File: src/common/cpam_pkg.sv
`default_nettype none
package cpam_pkg;
  // line framing, fixed
  localparam int unsigned DATA_BITS = 8;
  localparam int unsigned CLK_HZ = 125_000_000;
  // supported line rates in bit/s
  localparam int unsigned RATE_MIN_BPS = 1200;
  localparam int unsigned RATE_MAX_BPS = 19200;
  localparam int unsigned NUM_RATES = 5;
  // bit periods in clock cycles for 1200, 2400, 4800, 9600, 19200
  localparam int unsigned DIV_1200 = CLK_HZ / 1200;
  localparam int unsigned DIV_2400 = CLK_HZ / 2400;
  localparam int unsigned DIV_4800 = CLK_HZ / 4800;
  localparam int unsigned DIV_9600 = CLK_HZ / 9600;
  localparam int unsigned DIV_19200 = CLK_HZ / 19200;
  localparam int unsigned DIV_W = 17;
  // idle timeout in manual mode
  localparam int unsigned IDLE_MIN = 30;
  localparam longint unsigned IDLE_CYC = longint'(IDLE_MIN) * 60 * CLK_HZ;
  // characters
  localparam logic [7:0] CH_SPACE = 8'h20;
  localparam logic [7:0] CH_CTRL_T = 8'h14;
  localparam logic [7:0] CH_DIGIT_1 = 8'h31;
  localparam logic [7:0] CH_DIGIT_9 = 8'h39;
  localparam logic [7:0] CH_ESC = 8'h1b;
  localparam logic [7:0] CH_STAR = 8'h2a;
  localparam logic [3:0] MENU_ITEMS = 4'h9;
  localparam logic [3:0] SEL_PROV = 4'h2;
  localparam logic [3:0] SEL_TERM = 4'h7;
  localparam int unsigned REFRESH_SPACES = 3;
  localparam int unsigned NUM_OPTS = 7;

  typedef enum logic [3:0] {
    CPAM_SCR_MAIN = 4'h0,
    CPAM_SCR_UNIT = 4'h1,
    CPAM_SCR_PROV = 4'h2,
    CPAM_SCR_SPAN = 4'h3,
    CPAM_SCR_LOOP = 4'h4,
    CPAM_SCR_PERF = 4'h5,
    CPAM_SCR_CID = 4'h6,
    CPAM_SCR_TERM = 4'h7,
    CPAM_SCR_ALARM = 4'h8,
    CPAM_SCR_EVENT = 4'h9,
    CPAM_SCR_SUB = 4'ha
  } cpam_screen_t;

  // request to the screen renderer
  typedef struct packed {
    cpam_screen_t screen;
    logic [3:0] option;
    logic live;
    logic banner;
    logic [6:0] mismatch;
  } cpam_draw_t;
endpackage : cpam_pkg
`default_nettype wire

File: src/logic/cpam_rx.sv
`default_nettype none
// receiver with rate search on a space character
module cpam_rx (
  // clock and reset
  input wire logic clk,
  input wire logic reset,
  // line
  input wire logic rxd,
  // control
  input wire logic relock,
  // status and data
  output logic locked,
  output logic [16:0] bit_div,
  output logic [7:0] rx_data,
  output logic rx_valid
);
  logic [2:0] sync_reg;
  logic line_q;
  logic [16:0] cnt_reg;
  logic [3:0] bit_reg;
  logic busy_reg;
  logic [7:0] sh_reg;
  logic meas_reg;
  logic [16:0] meas_div;
  logic [16:0] near_div;
  // wide enough for six bit times at the slowest rate
  logic [19:0] meas_cnt_reg;
  // skips the tail of the search character after lock
  logic skip_reg;

  always_ff @(posedge clk or posedge reset) begin
    if (reset) begin
      sync_reg <= 3'h7;
      line_q <= 1'b1;
    end else begin
      sync_reg <= {sync_reg[1:0], rxd};
      if (sync_reg[2] == sync_reg[1]) begin
        line_q <= sync_reg[2];
      end
    end
  end

  // start bit plus five low data bits of 0x20 give six bit times low
  assign meas_div = 17'(meas_cnt_reg / 20'h6);
  always_comb begin
    near_div = 17'(cpam_pkg::DIV_1200);
    if (meas_div < 17'(cpam_pkg::DIV_19200 + cpam_pkg::DIV_19200 / 2)) begin
      near_div = 17'(cpam_pkg::DIV_19200);
    end else if (meas_div < 17'(cpam_pkg::DIV_9600 + cpam_pkg::DIV_9600 / 2)) begin
      near_div = 17'(cpam_pkg::DIV_9600);
    end else if (meas_div < 17'(cpam_pkg::DIV_4800 + cpam_pkg::DIV_4800 / 2)) begin
      near_div = 17'(cpam_pkg::DIV_4800);
    end else if (meas_div < 17'(cpam_pkg::DIV_2400 + cpam_pkg::DIV_2400 / 2)) begin
      near_div = 17'(cpam_pkg::DIV_2400);
    end
  end

  always_ff @(posedge clk or posedge reset) begin
    if (reset) begin
      locked <= 1'b0;
      bit_div <= 17'(cpam_pkg::DIV_1200);
      meas_reg <= 1'b0;
      busy_reg <= 1'b0;
      meas_cnt_reg <= 20'h0;
      skip_reg <= 1'b0;
      cnt_reg <= 17'h0;
      bit_reg <= 4'h0;
      sh_reg <= 8'h0;
      rx_data <= 8'h0;
      rx_valid <= 1'b0;
    end else begin
      rx_valid <= 1'b0;
      if (relock) begin
        locked <= 1'b0;
        meas_reg <= 1'b0;
        busy_reg <= 1'b0;
        skip_reg <= 1'b0;
      end else if (!locked) begin
        // time the low run of a space, then choose nearest rate; see RULE13 see RULE3
        if (!meas_reg && !line_q) begin
          meas_reg <= 1'b1;
          meas_cnt_reg <= 20'h1;
        end else if (meas_reg && !line_q) begin
          if (meas_cnt_reg != 20'hfffff) begin
            meas_cnt_reg <= meas_cnt_reg + 20'h1;
          end
        end else if (meas_reg && line_q) begin
          meas_reg <= 1'b0;
          bit_div <= near_div; // see RULE2
          locked <= 1'b1;
          // last three data bits and stop of the space are not a character
          skip_reg <= 1'b1;
          cnt_reg <= near_div - 17'h1;
          bit_reg <= 4'h0;
        end
      end else if (skip_reg) begin
        if (cnt_reg != 17'h0) begin
          cnt_reg <= cnt_reg - 17'h1;
        end else if (bit_reg == 4'h3) begin
          skip_reg <= 1'b0; // see RULE13
        end else begin
          bit_reg <= bit_reg + 4'h1;
          cnt_reg <= bit_div - 17'h1;
        end
      end else if (!busy_reg) begin
        if (!line_q) begin
          busy_reg <= 1'b1;
          cnt_reg <= 17'(bit_div >> 1);
          bit_reg <= 4'h0;
        end
      end else if (cnt_reg != 17'h0) begin
        cnt_reg <= cnt_reg - 17'h1;
      end else begin
        // centre sample of each bit; see RULE14
        cnt_reg <= bit_div - 17'h1;
        bit_reg <= bit_reg + 4'h1;
        if (bit_reg == 4'h0) begin
          busy_reg <= !line_q;
        end else if (bit_reg <= 4'(cpam_pkg::DATA_BITS)) begin
          sh_reg <= {line_q, sh_reg[7:1]}; // see RULE1
        end else begin
          busy_reg <= 1'b0;
          rx_data <= sh_reg;
          rx_valid <= line_q; // see RULE14
        end
      end
    end
  end
endmodule : cpam_rx
`default_nettype wire

File: src/logic/cpam_tx.sv
`default_nettype none
// transmitter with a two-entry skid buffer in front
module cpam_tx #(
  parameter int unsigned DEPTH = 2
) (
  // clock and reset
  input wire logic clk,
  input wire logic reset,
  // rate
  input wire logic [16:0] bit_div,
  // character stream
  input wire logic [7:0] in_data,
  input wire logic in_valid,
  output logic in_ready,
  // line
  output logic txd,
  output logic tx_busy
);
  initial begin
    if (DEPTH != 2) $error("cpam_tx supports depth 2 only");
  end
  logic [7:0] buf_reg [2];
  logic [1:0] cnt_buf;
  logic rd_reg;
  logic wr_reg;
  logic [16:0] cnt_reg;
  logic [3:0] bit_reg;
  logic [8:0] sh_reg;
  logic take;
  logic push;

  assign in_ready = (cnt_buf != 2'h2);
  assign push = in_valid && in_ready;
  assign take = !tx_busy && (cnt_buf != 2'h0);

  always_ff @(posedge clk or posedge reset) begin
    if (reset) begin
      cnt_buf <= 2'h0;
      rd_reg <= 1'b0;
      wr_reg <= 1'b0;
      buf_reg[0] <= 8'h0;
      buf_reg[1] <= 8'h0;
    end else begin
      if (push) begin
        buf_reg[wr_reg] <= in_data;
        wr_reg <= !wr_reg;
      end
      if (take) begin
        rd_reg <= !rd_reg;
      end
      cnt_buf <= cnt_buf + 2'(push) - 2'(take);
    end
  end

  // start, eight data, one stop; see RULE1
  always_ff @(posedge clk or posedge reset) begin
    if (reset) begin
      txd <= 1'b1;
      tx_busy <= 1'b0;
      cnt_reg <= 17'h0;
      bit_reg <= 4'h0;
      sh_reg <= 9'h1ff;
    end else if (take) begin
      tx_busy <= 1'b1;
      txd <= 1'b0;
      sh_reg <= {1'b1, buf_reg[rd_reg]};
      cnt_reg <= bit_div - 17'h1;
      bit_reg <= 4'h0;
    end else if (tx_busy) begin
      if (cnt_reg != 17'h0) begin
        cnt_reg <= cnt_reg - 17'h1;
      end else if (bit_reg == 4'(cpam_pkg::DATA_BITS + 1)) begin
        tx_busy <= 1'b0;
      end else begin
        txd <= sh_reg[0];
        sh_reg <= {1'b1, sh_reg[8:1]};
        bit_reg <= bit_reg + 4'h1;
        cnt_reg <= bit_div - 17'h1;
      end
    end
  end
endmodule : cpam_tx
`default_nettype wire

File: src/logic/cpam_top.sv
`default_nettype none
// Overview of operation
// RULE1 - characters use eight data bits, no parity and one stop bit, with no option to change it.
// RULE2 - the port runs at any supported rate from 1200 to 19200 bit/s.
// RULE3 - a session opens with spaces whose timing fixes the rate before anything is sent.
// RULE4 - after lock the main menu with its nine selections is drawn.
// RULE5 - a selection digit on the main menu opens its screen.
// RULE6 - after reset the display is live, and manual only when chosen.
// RULE7 - in manual mode a banner tops each screen and three spaces redraw it.
// RULE8 - live mode sends highlight and cursor sequences, manual mode plain text.
// RULE9 - an option digit on the provisioning screen opens its list of settings.
// RULE10 - an option set through the port that differs from its switch is starred.
// RULE11 - in manual mode thirty idle minutes drop the rate and restart the search.
// RULE12 - control-T on any screen toggles live and manual modes.
// RULE13 - the search times a received 0x20 and picks the nearest rate before taking more input.
// RULE14 - bits are sampled at centre and a character with a low stop bit is dropped.
module cpam_top #(
  parameter longint unsigned IDLE_CYCLES = cpam_pkg::IDLE_CYC
) (
  // clock and reset
  input wire logic clk,
  input wire logic reset,
  // serial line
  input wire logic rxd,
  output logic txd,
  // option state: switch settings and port settings, one bit per option
  input wire logic [6:0] switch_opts,
  input wire logic [6:0] port_opts,
  // screen renderer: draw request out, characters back
  output var cpam_pkg::cpam_draw_t draw,
  output logic draw_start,
  input wire logic draw_busy,
  input wire logic [7:0] char_data,
  input wire logic char_valid,
  output logic char_ready,
  // status
  output logic locked,
  output logic live_mode
);
  initial begin
    if (IDLE_CYCLES < 64'h1) $error("idle count must be nonzero");
  end

  ////////////////////////////////////////////////////////////////////////////
  logic relock;
  logic [16:0] bit_div;
  logic [7:0] rx_data;
  logic rx_valid;
  logic tx_busy;
  logic tx_ready;
  logic [1:0] space_cnt_reg;
  logic [63:0] idle_reg;
  logic locked_q;
  logic [7:0] last_char_reg;
  logic last_esc;
  logic last_esc_reg;
  logic rx_digit;
  logic [3:0] digit;
  logic redraw;
  logic live_next;

  cpam_rx u_rx (
    .clk(clk),
    .reset(reset),
    .rxd(rxd),
    .relock(relock),
    .locked(locked),
    .bit_div(bit_div),
    .rx_data(rx_data),
    .rx_valid(rx_valid)
  );

  // drop escape sequences while in manual mode; see RULE8
  assign last_esc = (char_data == cpam_pkg::CH_ESC);
  logic pass_char;
  logic in_seq;
  assign in_seq = last_esc || last_esc_reg;
  assign pass_char = live_mode || !in_seq;
  assign char_ready = !locked ? 1'b0 : (pass_char ? tx_ready : 1'b1); // see RULE3

  cpam_tx #(
    .DEPTH(2)
  ) u_tx (
    .clk(clk),
    .reset(reset),
    .bit_div(bit_div),
    .in_data(char_data),
    .in_valid(char_valid && locked && pass_char),
    .in_ready(tx_ready),
    .txd(txd),
    .tx_busy(tx_busy)
  );

  // escape sequences run from ESC to the first letter
  always_ff @(posedge clk or posedge reset) begin
    if (reset) begin
      last_esc_reg <= 1'b0;
      last_char_reg <= 8'h0;
    end else if (char_valid && char_ready) begin
      last_char_reg <= char_data;
      if (last_esc) begin
        last_esc_reg <= 1'b1;
      end else if (char_data[6] && char_data[4:0] != 5'h0 && char_data[4:0] <= 5'h1a) begin
        last_esc_reg <= 1'b0;
      end
    end
  end

  ////////////////////////////////////////////////////////////////////////////
  assign rx_digit = rx_valid && rx_data >= cpam_pkg::CH_DIGIT_1 && rx_data <= cpam_pkg::CH_DIGIT_9;
  assign digit = rx_data[3:0];

  // display mode; the draw request carries the new mode; see RULE6 see RULE12
  always_comb begin
    live_next = live_mode;
    if (rx_valid && rx_data == cpam_pkg::CH_CTRL_T) begin
      live_next = !live_mode;
    end else if (rx_digit && draw.screen == cpam_pkg::CPAM_SCR_TERM && digit <= 4'h2) begin
      live_next = (digit == 4'h2);
    end
  end
  always_ff @(posedge clk or posedge reset) begin
    if (reset) begin
      live_mode <= 1'b1;
    end else begin
      live_mode <= live_next;
    end
  end

  // three spaces request a redraw in manual mode; see RULE7
  always_ff @(posedge clk or posedge reset) begin
    if (reset) begin
      space_cnt_reg <= 2'h0;
    end else if (rx_valid) begin
      if (rx_data != cpam_pkg::CH_SPACE || live_mode) begin
        space_cnt_reg <= 2'h0;
      end else if (space_cnt_reg == 2'(cpam_pkg::REFRESH_SPACES - 1)) begin
        space_cnt_reg <= 2'h0;
      end else begin
        space_cnt_reg <= space_cnt_reg + 2'h1;
      end
    end
  end
  assign redraw = rx_valid && !live_mode && rx_data == cpam_pkg::CH_SPACE
    && space_cnt_reg == 2'(cpam_pkg::REFRESH_SPACES - 1);

  // idle timer restarts the rate search; see RULE11
  always_ff @(posedge clk or posedge reset) begin
    if (reset) begin
      idle_reg <= 64'h0;
    end else if (rx_valid || live_mode || !locked) begin
      idle_reg <= 64'h0;
    end else if (idle_reg != IDLE_CYCLES) begin
      idle_reg <= idle_reg + 64'h1;
    end
  end
  assign relock = (idle_reg == IDLE_CYCLES);

  ////////////////////////////////////////////////////////////////////////////
  // screen selection and draw requests
  always_ff @(posedge clk or posedge reset) begin
    if (reset) begin
      locked_q <= 1'b0;
      draw <= '0;
      draw_start <= 1'b0;
    end else begin
      locked_q <= locked;
      draw_start <= 1'b0;
      draw.live <= live_next; // see RULE8
      draw.banner <= !live_next; // see RULE7
      draw.mismatch <= switch_opts ^ port_opts; // see RULE10
      if (locked && !locked_q) begin
        draw.screen <= cpam_pkg::CPAM_SCR_MAIN; // see RULE4
        draw_start <= 1'b1;
      end else if (rx_valid && rx_data == cpam_pkg::CH_ESC) begin
        draw.screen <= cpam_pkg::CPAM_SCR_MAIN;
        draw_start <= 1'b1;
      end else if (rx_digit && draw.screen == cpam_pkg::CPAM_SCR_MAIN && digit <= cpam_pkg::MENU_ITEMS) begin
        draw.screen <= cpam_pkg::cpam_screen_t'(digit); // see RULE5
        draw_start <= 1'b1;
      end else if (rx_digit && draw.screen == cpam_pkg::CPAM_SCR_PROV
          && digit <= 4'(cpam_pkg::NUM_OPTS)) begin
        draw.screen <= cpam_pkg::CPAM_SCR_SUB; // see RULE9
        draw.option <= digit;
        draw_start <= 1'b1;
      end else if (redraw || (rx_valid && rx_data == cpam_pkg::CH_CTRL_T)) begin
        draw_start <= 1'b1; // see RULE7
      end
    end
  end
endmodule : cpam_top
`default_nettype wire

File: config.mk
export PLATFORM = sky130hd
export DESIGN_NAME = cpam_top
export DESIGN_NICKNAME = d
export VERILOG_FILES = /design/src/common/cpam_pkg.sv /design/src/logic/cpam_rx.sv /design/src/logic/cpam_tx.sv /design/src/logic/cpam_top.sv
export SDC_FILE = /design/constraint.sdc
export NUM_CORES = 1
export LEC_CHECK = 0
export ABC_AREA = 1
export BUFFER_PORTS_ARGS = -buffer_cell sky130_fd_sc_hd__buf_2
export CAP_MARGIN = 20
export CORE_MARGIN = 10
export CORE_UTILIZATION = 50
export CTS_CLUSTER_DIAMETER = 60
export DETAILED_ROUTE_END_ITERATION = 10
export PLACE_DENSITY = 0.67
export SYNTH_ARGS = -nofsm -noshare
export SYNTH_HDL_FRONTEND = slang
export SYNTH_SLANG_ARGS = --single-unit
export TNS_END_PERCENT = 30
File: constraint.sdc
create_clock -name clk -period 9.65 [get_ports clk]
set_input_delay 1.4475 -clock clk [delete_from_list [all_inputs] [get_ports clk]]
set_output_delay 1.4475 -clock clk [all_outputs]
set_load 0.03 [all_outputs]
==> flow_summary.ini, run 1 <==
[floorplanning]
core-area_sq_um = 26100
io_pins = 49
dieWidth_um = 183
dieArea_sq_um = 33600
rows = 59
initial_core_util = 0.509
die_y_um = 183

[drt]
num_vias = 12200
wl_per_cell_um = 14.9
drt_iter0_drc = 970
vias_per_cell = 5.48
drcViolationCount = 0
drtPass1Iterations = 5
routed_wl_mm = 33.4
ant_nets = 0

[cells_and_area]
largest_reg_flops = 64
post-route-util = 0.568
multi_input_area_sq_um = 6520
fin_nets = 1919
final-seq-area_sq_um = 5510
n_fill_cell = 2479
drive_gt1_frac = 0.112
area_growth_syn_to_layout_pct = 11.5
antennaDiodeCount = 0

[synthesis]
synthTopCellsByCount = nand2_1 (333), inv_1 (293), dfrtp_1 (196), nor2_1 (181), o21ai_0 (146)
synth_cells = 1823
synth.most_common_cell = nand2_1
syn_area_per_cell_sq_um = 7.30
yosysTopAreaCellShare = 0.368
synth_area_leaders = dfrtp_1 (37%), nand2_1 (9.4%), inv_1 (8.3%)
synth_nets = 1865
synthFlopType = dfrtp_1
ys_seq_area_frac = 0.414
yosysUniqueCellTypes = 55
ys_ff_latch = 219
synth_edf_count = 0
yosys.area.top_type = dfrtp_1
yosys_warnings = 0
synthArstFlopShare = 1.00
synth_area_sq_um = 13300

[placement]
hpwlAfterDp_mm = 24.4
place.gp.congestion = 0.913
dp_slack_ps = 3660
numPortBuffers = 47

[clocking]
cts_hold_buf = 0
post_cts_buffers = 0
cts.htree.levels = 1
insertion_delay_ps = 550
clockBufferDepth = 3
cts.sinks = 219
cts-root-buf = clkbuf_16
cts_resized = 0
cts_buffers = 29
cts_tree = built
clk_pin_slew_ps = 60

[grt]
overflow = 0
grt_pass1_wl_mm = 56.3
grt_max_degree = 108
grt_pass1_vias = 11500
antenna_found_initial = 0
grt_usage = 0.196

[setup_path]
crit_cells = 46
cpMostUsedCell = nand2_1
critical_path_class = reg -> reg
max_stage_delay_ps = 400
r2r_start = u_rx.meas_cnt_reg[19]$_DFFE_PP0P_
critPathMaxFanout = 8
cp-endpoint = u_rx.cnt_reg[1]$_DFFE_PP0P_
cp-end-kind = flip-flop
rr_endpoint = u_rx.cnt_reg[1]$_DFFE_PP0P_
rr_worst_depth = 46
crit_arrival_ps = 6450
cpMaxStageDelayCell = dfrtp_1
rrSetupSlack_ps = 3650
start_kind = flip-flop
cp-startpoint = u_rx.meas_cnt_reg[19]$_DFFE_PP0P_
worst-path-buf-inv = 3
critPathTopFamily = simple AND/OR/NAND/NOR gates
worstPathRequired_ps = 10100

[worst_hold_path]
hp-class = reg -> reg
min_from = u_rx.sync_reg[0]$_DFF_PP1_

[sta]
tns_ps = 0
timing.final.crit_share = 0.622
fin_ws_ps = 3650
worstMarginPinSlew_ps = 918
slew_viol_final = 0
period_minus_slack_ps = 6000
hold_violations = 0
setup_viol = 0
max_slew_margin = 0.387
rsz0062_at_grt = false
whs_ps = 362
finClkSkew_ps = 15.0
timing.fmax_mhz = 167

[run_status]
status = completed

[power]
power_density_nw_per_um2 = 181
p_leak_nw = 6.64
peakVddDrop_uv = 161

[flow_run]
maxCapViolCount = 0
==> per-layer routing <==
layer / wire length [um] / up-vias / GRT usage / part of all wire
met1: 15700 / 5756 / 0.270 / 0.47
li1: - / 6166 / - / -
met5: 0 / - / 0 / 0
met2: 15400 / 261 / 0.320 / 0.46
met4: 744 / 0 / 0.0538 / 0.022
met3: 1520 / 57 / 0.0245 / 0.046
==> layout by cell type, fill, tap and decap left out, drive strengths merged, types with 4 or more instances in the layout <==
master    n
nand2   357
xnor2     6
inv     305
a21oi    99
mux2      6
a31oi    15
dfstp    23
a22oi     4
ha       15
nor3     97
nor2    188
xor2     31
clkbuf   39
o21a     10
nand3   106
o21bai    5
a211oi   11
clkinv   16
o21ai   179
o22ai     5
nor4     47
buf      55
o211ai   21
dfrtp   196
nand4    38
==> worst min-delay path by stage <==
| stage | endpoint | slack, ps | depth (start not counted) |
|---|---|---|---|
| 2_1_floorplan | u_rx.sync_reg[1]$_DFF_PP1_ | 350 | 0 |
| 3_3_place_gp | u_rx.sync_reg[1]$_DFF_PP1_ | 350 | 0 |
| 3_5_place_dp | u_rx.sync_reg[1]$_DFF_PP1_ | 350 | 0 |
| 4_1_cts | u_rx.sync_reg[1]$_DFF_PP1_ | 360 | 0 |
| 5_1_grt | u_rx.sync_reg[1]$_DFF_PP1_ | 360 | 0 |
| 6_report | u_rx.sync_reg[1]$_DFF_PP1_ | 360 | 0 |
==> power breakdown <==
part	internal (mW)	total (mW)	switching, mW
clock network	0.614	1.04	0.422
registers	1.05	1.16	0.106
logic	0.195	0.490	0.295
==> area by class of cell <==
| type | count | area share |
|---|---|---|
| Clock inverter | 15 | 0.00877 |
| Multi-Input combinational cell | 1262 | 0.439 |
| Timing Repair Buffer | 55 | 0.0199 |
| Clock buffer | 39 | 0.0541 |
| Inverter | 310 | 0.0789 |
| Tap cell | 335 | 0.0282 |
| Sequential cell | 219 | 0.371 |
==> cells by family after synthesis <==
logic type,after synthesis,share of synthesized area
AND/OR/NAND/NOR,841,0.286
adder cells (fa/ha/maj),16,0.0148
multiplexers,6,0.00507
XOR/XNOR,37,0.0243
flip-flops,219,0.414
buffers and inverters,342,0.0972
AO/OA/AOI/OAI,362,0.159
==> stage by stage <==
stage               power [mW]  area, sq um  instances
global route              2.84        14800       2235
floorplan                 1.53        13300       1823
finish                    2.69        14800       2235
global placement          1.64        13900       2181
CTS                       2.71        14800       2235
detailed placement        1.66        13900       2181
Power figures use the tool's default switching activity.
==> run 2: changes to the inputs <==
Settings changed: ABC_AREA 1 to 0, PLACE_DENSITY 0.67 to 0.69.
Clock period 9.65 ns to 5.05 ns, I/O delays scaled along.
==> run 2 against run 1 <==
Worst hold slack got worse by 67 ps. Largest cell class unchanged. Worst setup slack got worse by 3400 ps. Critical path depth shrank 27. Core utilization is 0.44 points higher. Synthesized cell count shrank 15%. Cell count is 13% lower. Non-clock buffer count up 40. Fmax grew 25%.
==> flow_summary.ini, run 2 <==
[clocking]
cts_hold_buf = 0
cts_buffers = 27
clk_pin_slew_ps = 60
cts-root-buf = clkbuf_16
cts_tree = built
cts.htree.levels = 1
clockBufferDepth = 3
cts.sinks = 219
insertion_delay_ps = 550

[setup_path]
crit_arrival_ps = 5200
rr_endpoint = u_rx.cnt_reg[2]$_DFFE_PP0P_
r2r_start = u_rx.meas_cnt_reg[16]$_DFFE_PP0P_
worstPathRequired_ps = 5470
cp-end-kind = flip-flop
critPathMaxFanout = 16
critical_path_class = reg -> reg
start_kind = flip-flop
rrSetupSlack_ps = 260
rr_worst_depth = 19

[synthesis]
yosysTopAreaCellShare = 0.362
synth_edf_count = 0
yosys.area.top_type = dfrtp_1
ys_ff_latch = 219
synthArstFlopShare = 1.00
yosys_warnings = 0
synth_area_sq_um = 13500
synth_cells = 1547
synth.most_common_cell = nor2_1
synthTopCellsByCount = nor2_1 (197), dfrtp_1 (196), nand2_1 (155), o21ai_0 (87), a21oi_1 (81)
ys_seq_area_frac = 0.407
syn_area_per_cell_sq_um = 8.76
synth_nets = 1589
synthFlopType = dfrtp_1
yosysUniqueCellTypes = 98
synth_area_leaders = dfrtp_1 (36%), nor2_1 (5.5%), xor2_1 (4.9%)

[cells_and_area]
n_fill_cell = 2329
final_cell_mix = nor2_1 (196), dfrtp_1 (192), nand2_1 (155)
drive_gt1_frac = 0.165
fin_nets = 1627
final_area_sq_um = 15300
final-seq-area_sq_um = 5510
antennaDiodeCount = 0
multi_input_area_sq_um = 7590
area_growth_syn_to_layout_pct = 13.2
largest_reg_flops = 64
final_common_cell = nor2_1

[floorplanning]
dieWidth_um = 185
rows = 60
die_y_um = 185
initial_core_util = 0.505
dieArea_sq_um = 34100
io_pins = 49
core-area_sq_um = 26800

[grt]
grt_pass1_vias = 11300
grt_max_degree = 130
overflow = 0
antenna_found_initial = 0
grt_usage = 0.194
grt_pass1_wl_mm = 56.3

[sta]
max_slew_margin = 0.367
hold_violations = 0
fin_ws_ps = 264
setup_viol = 0
slew_viol_final = 0
timing.final.crit_share = 0.948
finClkSkew_ps = 23.3
timing.fmax_mhz = 209
period_minus_slack_ps = 4790
worstMarginPinSlew_ps = 947
whs_ps = 294

[placement]
dp_slack_ps = -20.1
placed_cell_area_sq_um = 14200
place.gp.congestion = 0.972
numPortBuffers = 47
hpwlAfterDp_mm = 23.0

[power]
peakVddDrop_uv = 269
total_power_mw = 6.01
p_leak_nw = 6.57
power_density_nw_per_um2 = 392

[drt]
drt_iter0_drc = 1013
drcViolationCount = 0
wl_per_cell_um = 17.2
routed_wl_mm = 33.5
vias_per_cell = 6.13
ant_nets = 0
num_vias = 11900
drtPass1Iterations = 5

[worst_hold_path]
hp-class = in -> async

[flow_run]
maxCapViolCount = 0

[run_status]
status = completed
## run 2: logic make-up after synthesis
kind of cell / share of synthesized area
compound gates: 0.188
xor+xnor: 0.0718
fa+ha+maj: 0.0146
buf+inv: 0.0393
flops: 0.407
mux: 0.0405
simple gates: 0.239
## run 2: where the power goes
part	internal (mW)	leakage, nW	switching, mW
combinational	0.614	3.27	0.734
clock	1.39	0.503	0.787
sequential	2.13	2.80	0.356
## run 2: critical path, stage by stage (launching register included)
cell and delay, ps:
dfrtp_2 520, nor4b_2 340, o2bb2a_1 290, a22oi_2 290, nor2_1 150, buf_4 230, nor4_4 280, a2111oi_4 70
buf_4 180, a22o_4 320, and2_1 150, a221oi_1 300, a41oi_2 270, and3b_1 330, a221oi_4 90, and2_1 180
ha_1 220, and3_1 170, mux2i_1 140, o211ai_1 110
## run 2: metrics by stage
step / utilization / std cells / TNS, ps
finish: 0.572 / 1947 / 0
global placement: 0.529 / 1890 / 0
CTS: 0.568 / 1941 / 0
detailed placement: 0.529 / 1891 / -20.1
global route: 0.572 / 1947 / -106
floorplan: - / 1547 / 0
## run 2: area by class of cell
type / count / area share
multi-input cells: 1200 / 0.495
flip-flops and latches: 219 / 0.359
clock buffers: 35 / 0.0499
repair buffers: 95 / 0.0405
well taps: 341 / 0.0278
clock inverters: 15 / 0.0170
inverters: 42 / 0.0105
## run 2: timing repair
item / in CTS / in global routing
setup endpoints to repair: 1 / 16
buffers inserted: 0 / 6
pin swaps: 0 / 4
resized for setup: 1 / 18
## run 2: per-layer routing
layer  share of wire  GRT usage  up-vias
li1                -          -     5701
met5               0          0        -
met1            0.46      0.266     5788
met4           0.019     0.0429        0
met2            0.47      0.319      393
met3           0.056     0.0258       54
## run 2: how the worst max path moves through the flow
stage                                            from                          end  slack (ps)  cells after the start
floorplan           u_rx.meas_cnt_reg[15]$_DFFE_PP0P_  u_rx.cnt_reg[2]$_DFFE_PP0P_         660                     20
global placement    u_rx.meas_cnt_reg[16]$_DFFE_PP0P_  u_rx.cnt_reg[2]$_DFFE_PP0P_         130                     18
detailed placement  u_rx.meas_cnt_reg[16]$_DFFE_PP0P_  u_rx.cnt_reg[2]$_DFFE_PP0P_         -20                     18
CTS                 u_rx.meas_cnt_reg[18]$_DFFE_PP0P_  u_rx.cnt_reg[2]$_DFFE_PP0P_           9                     18
global route        u_rx.meas_cnt_reg[16]$_DFFE_PP0P_  u_rx.cnt_reg[2]$_DFFE_PP0P_         -70                     18
finish              u_rx.meas_cnt_reg[16]$_DFFE_PP0P_  u_rx.cnt_reg[2]$_DFFE_PP0P_         260                     19
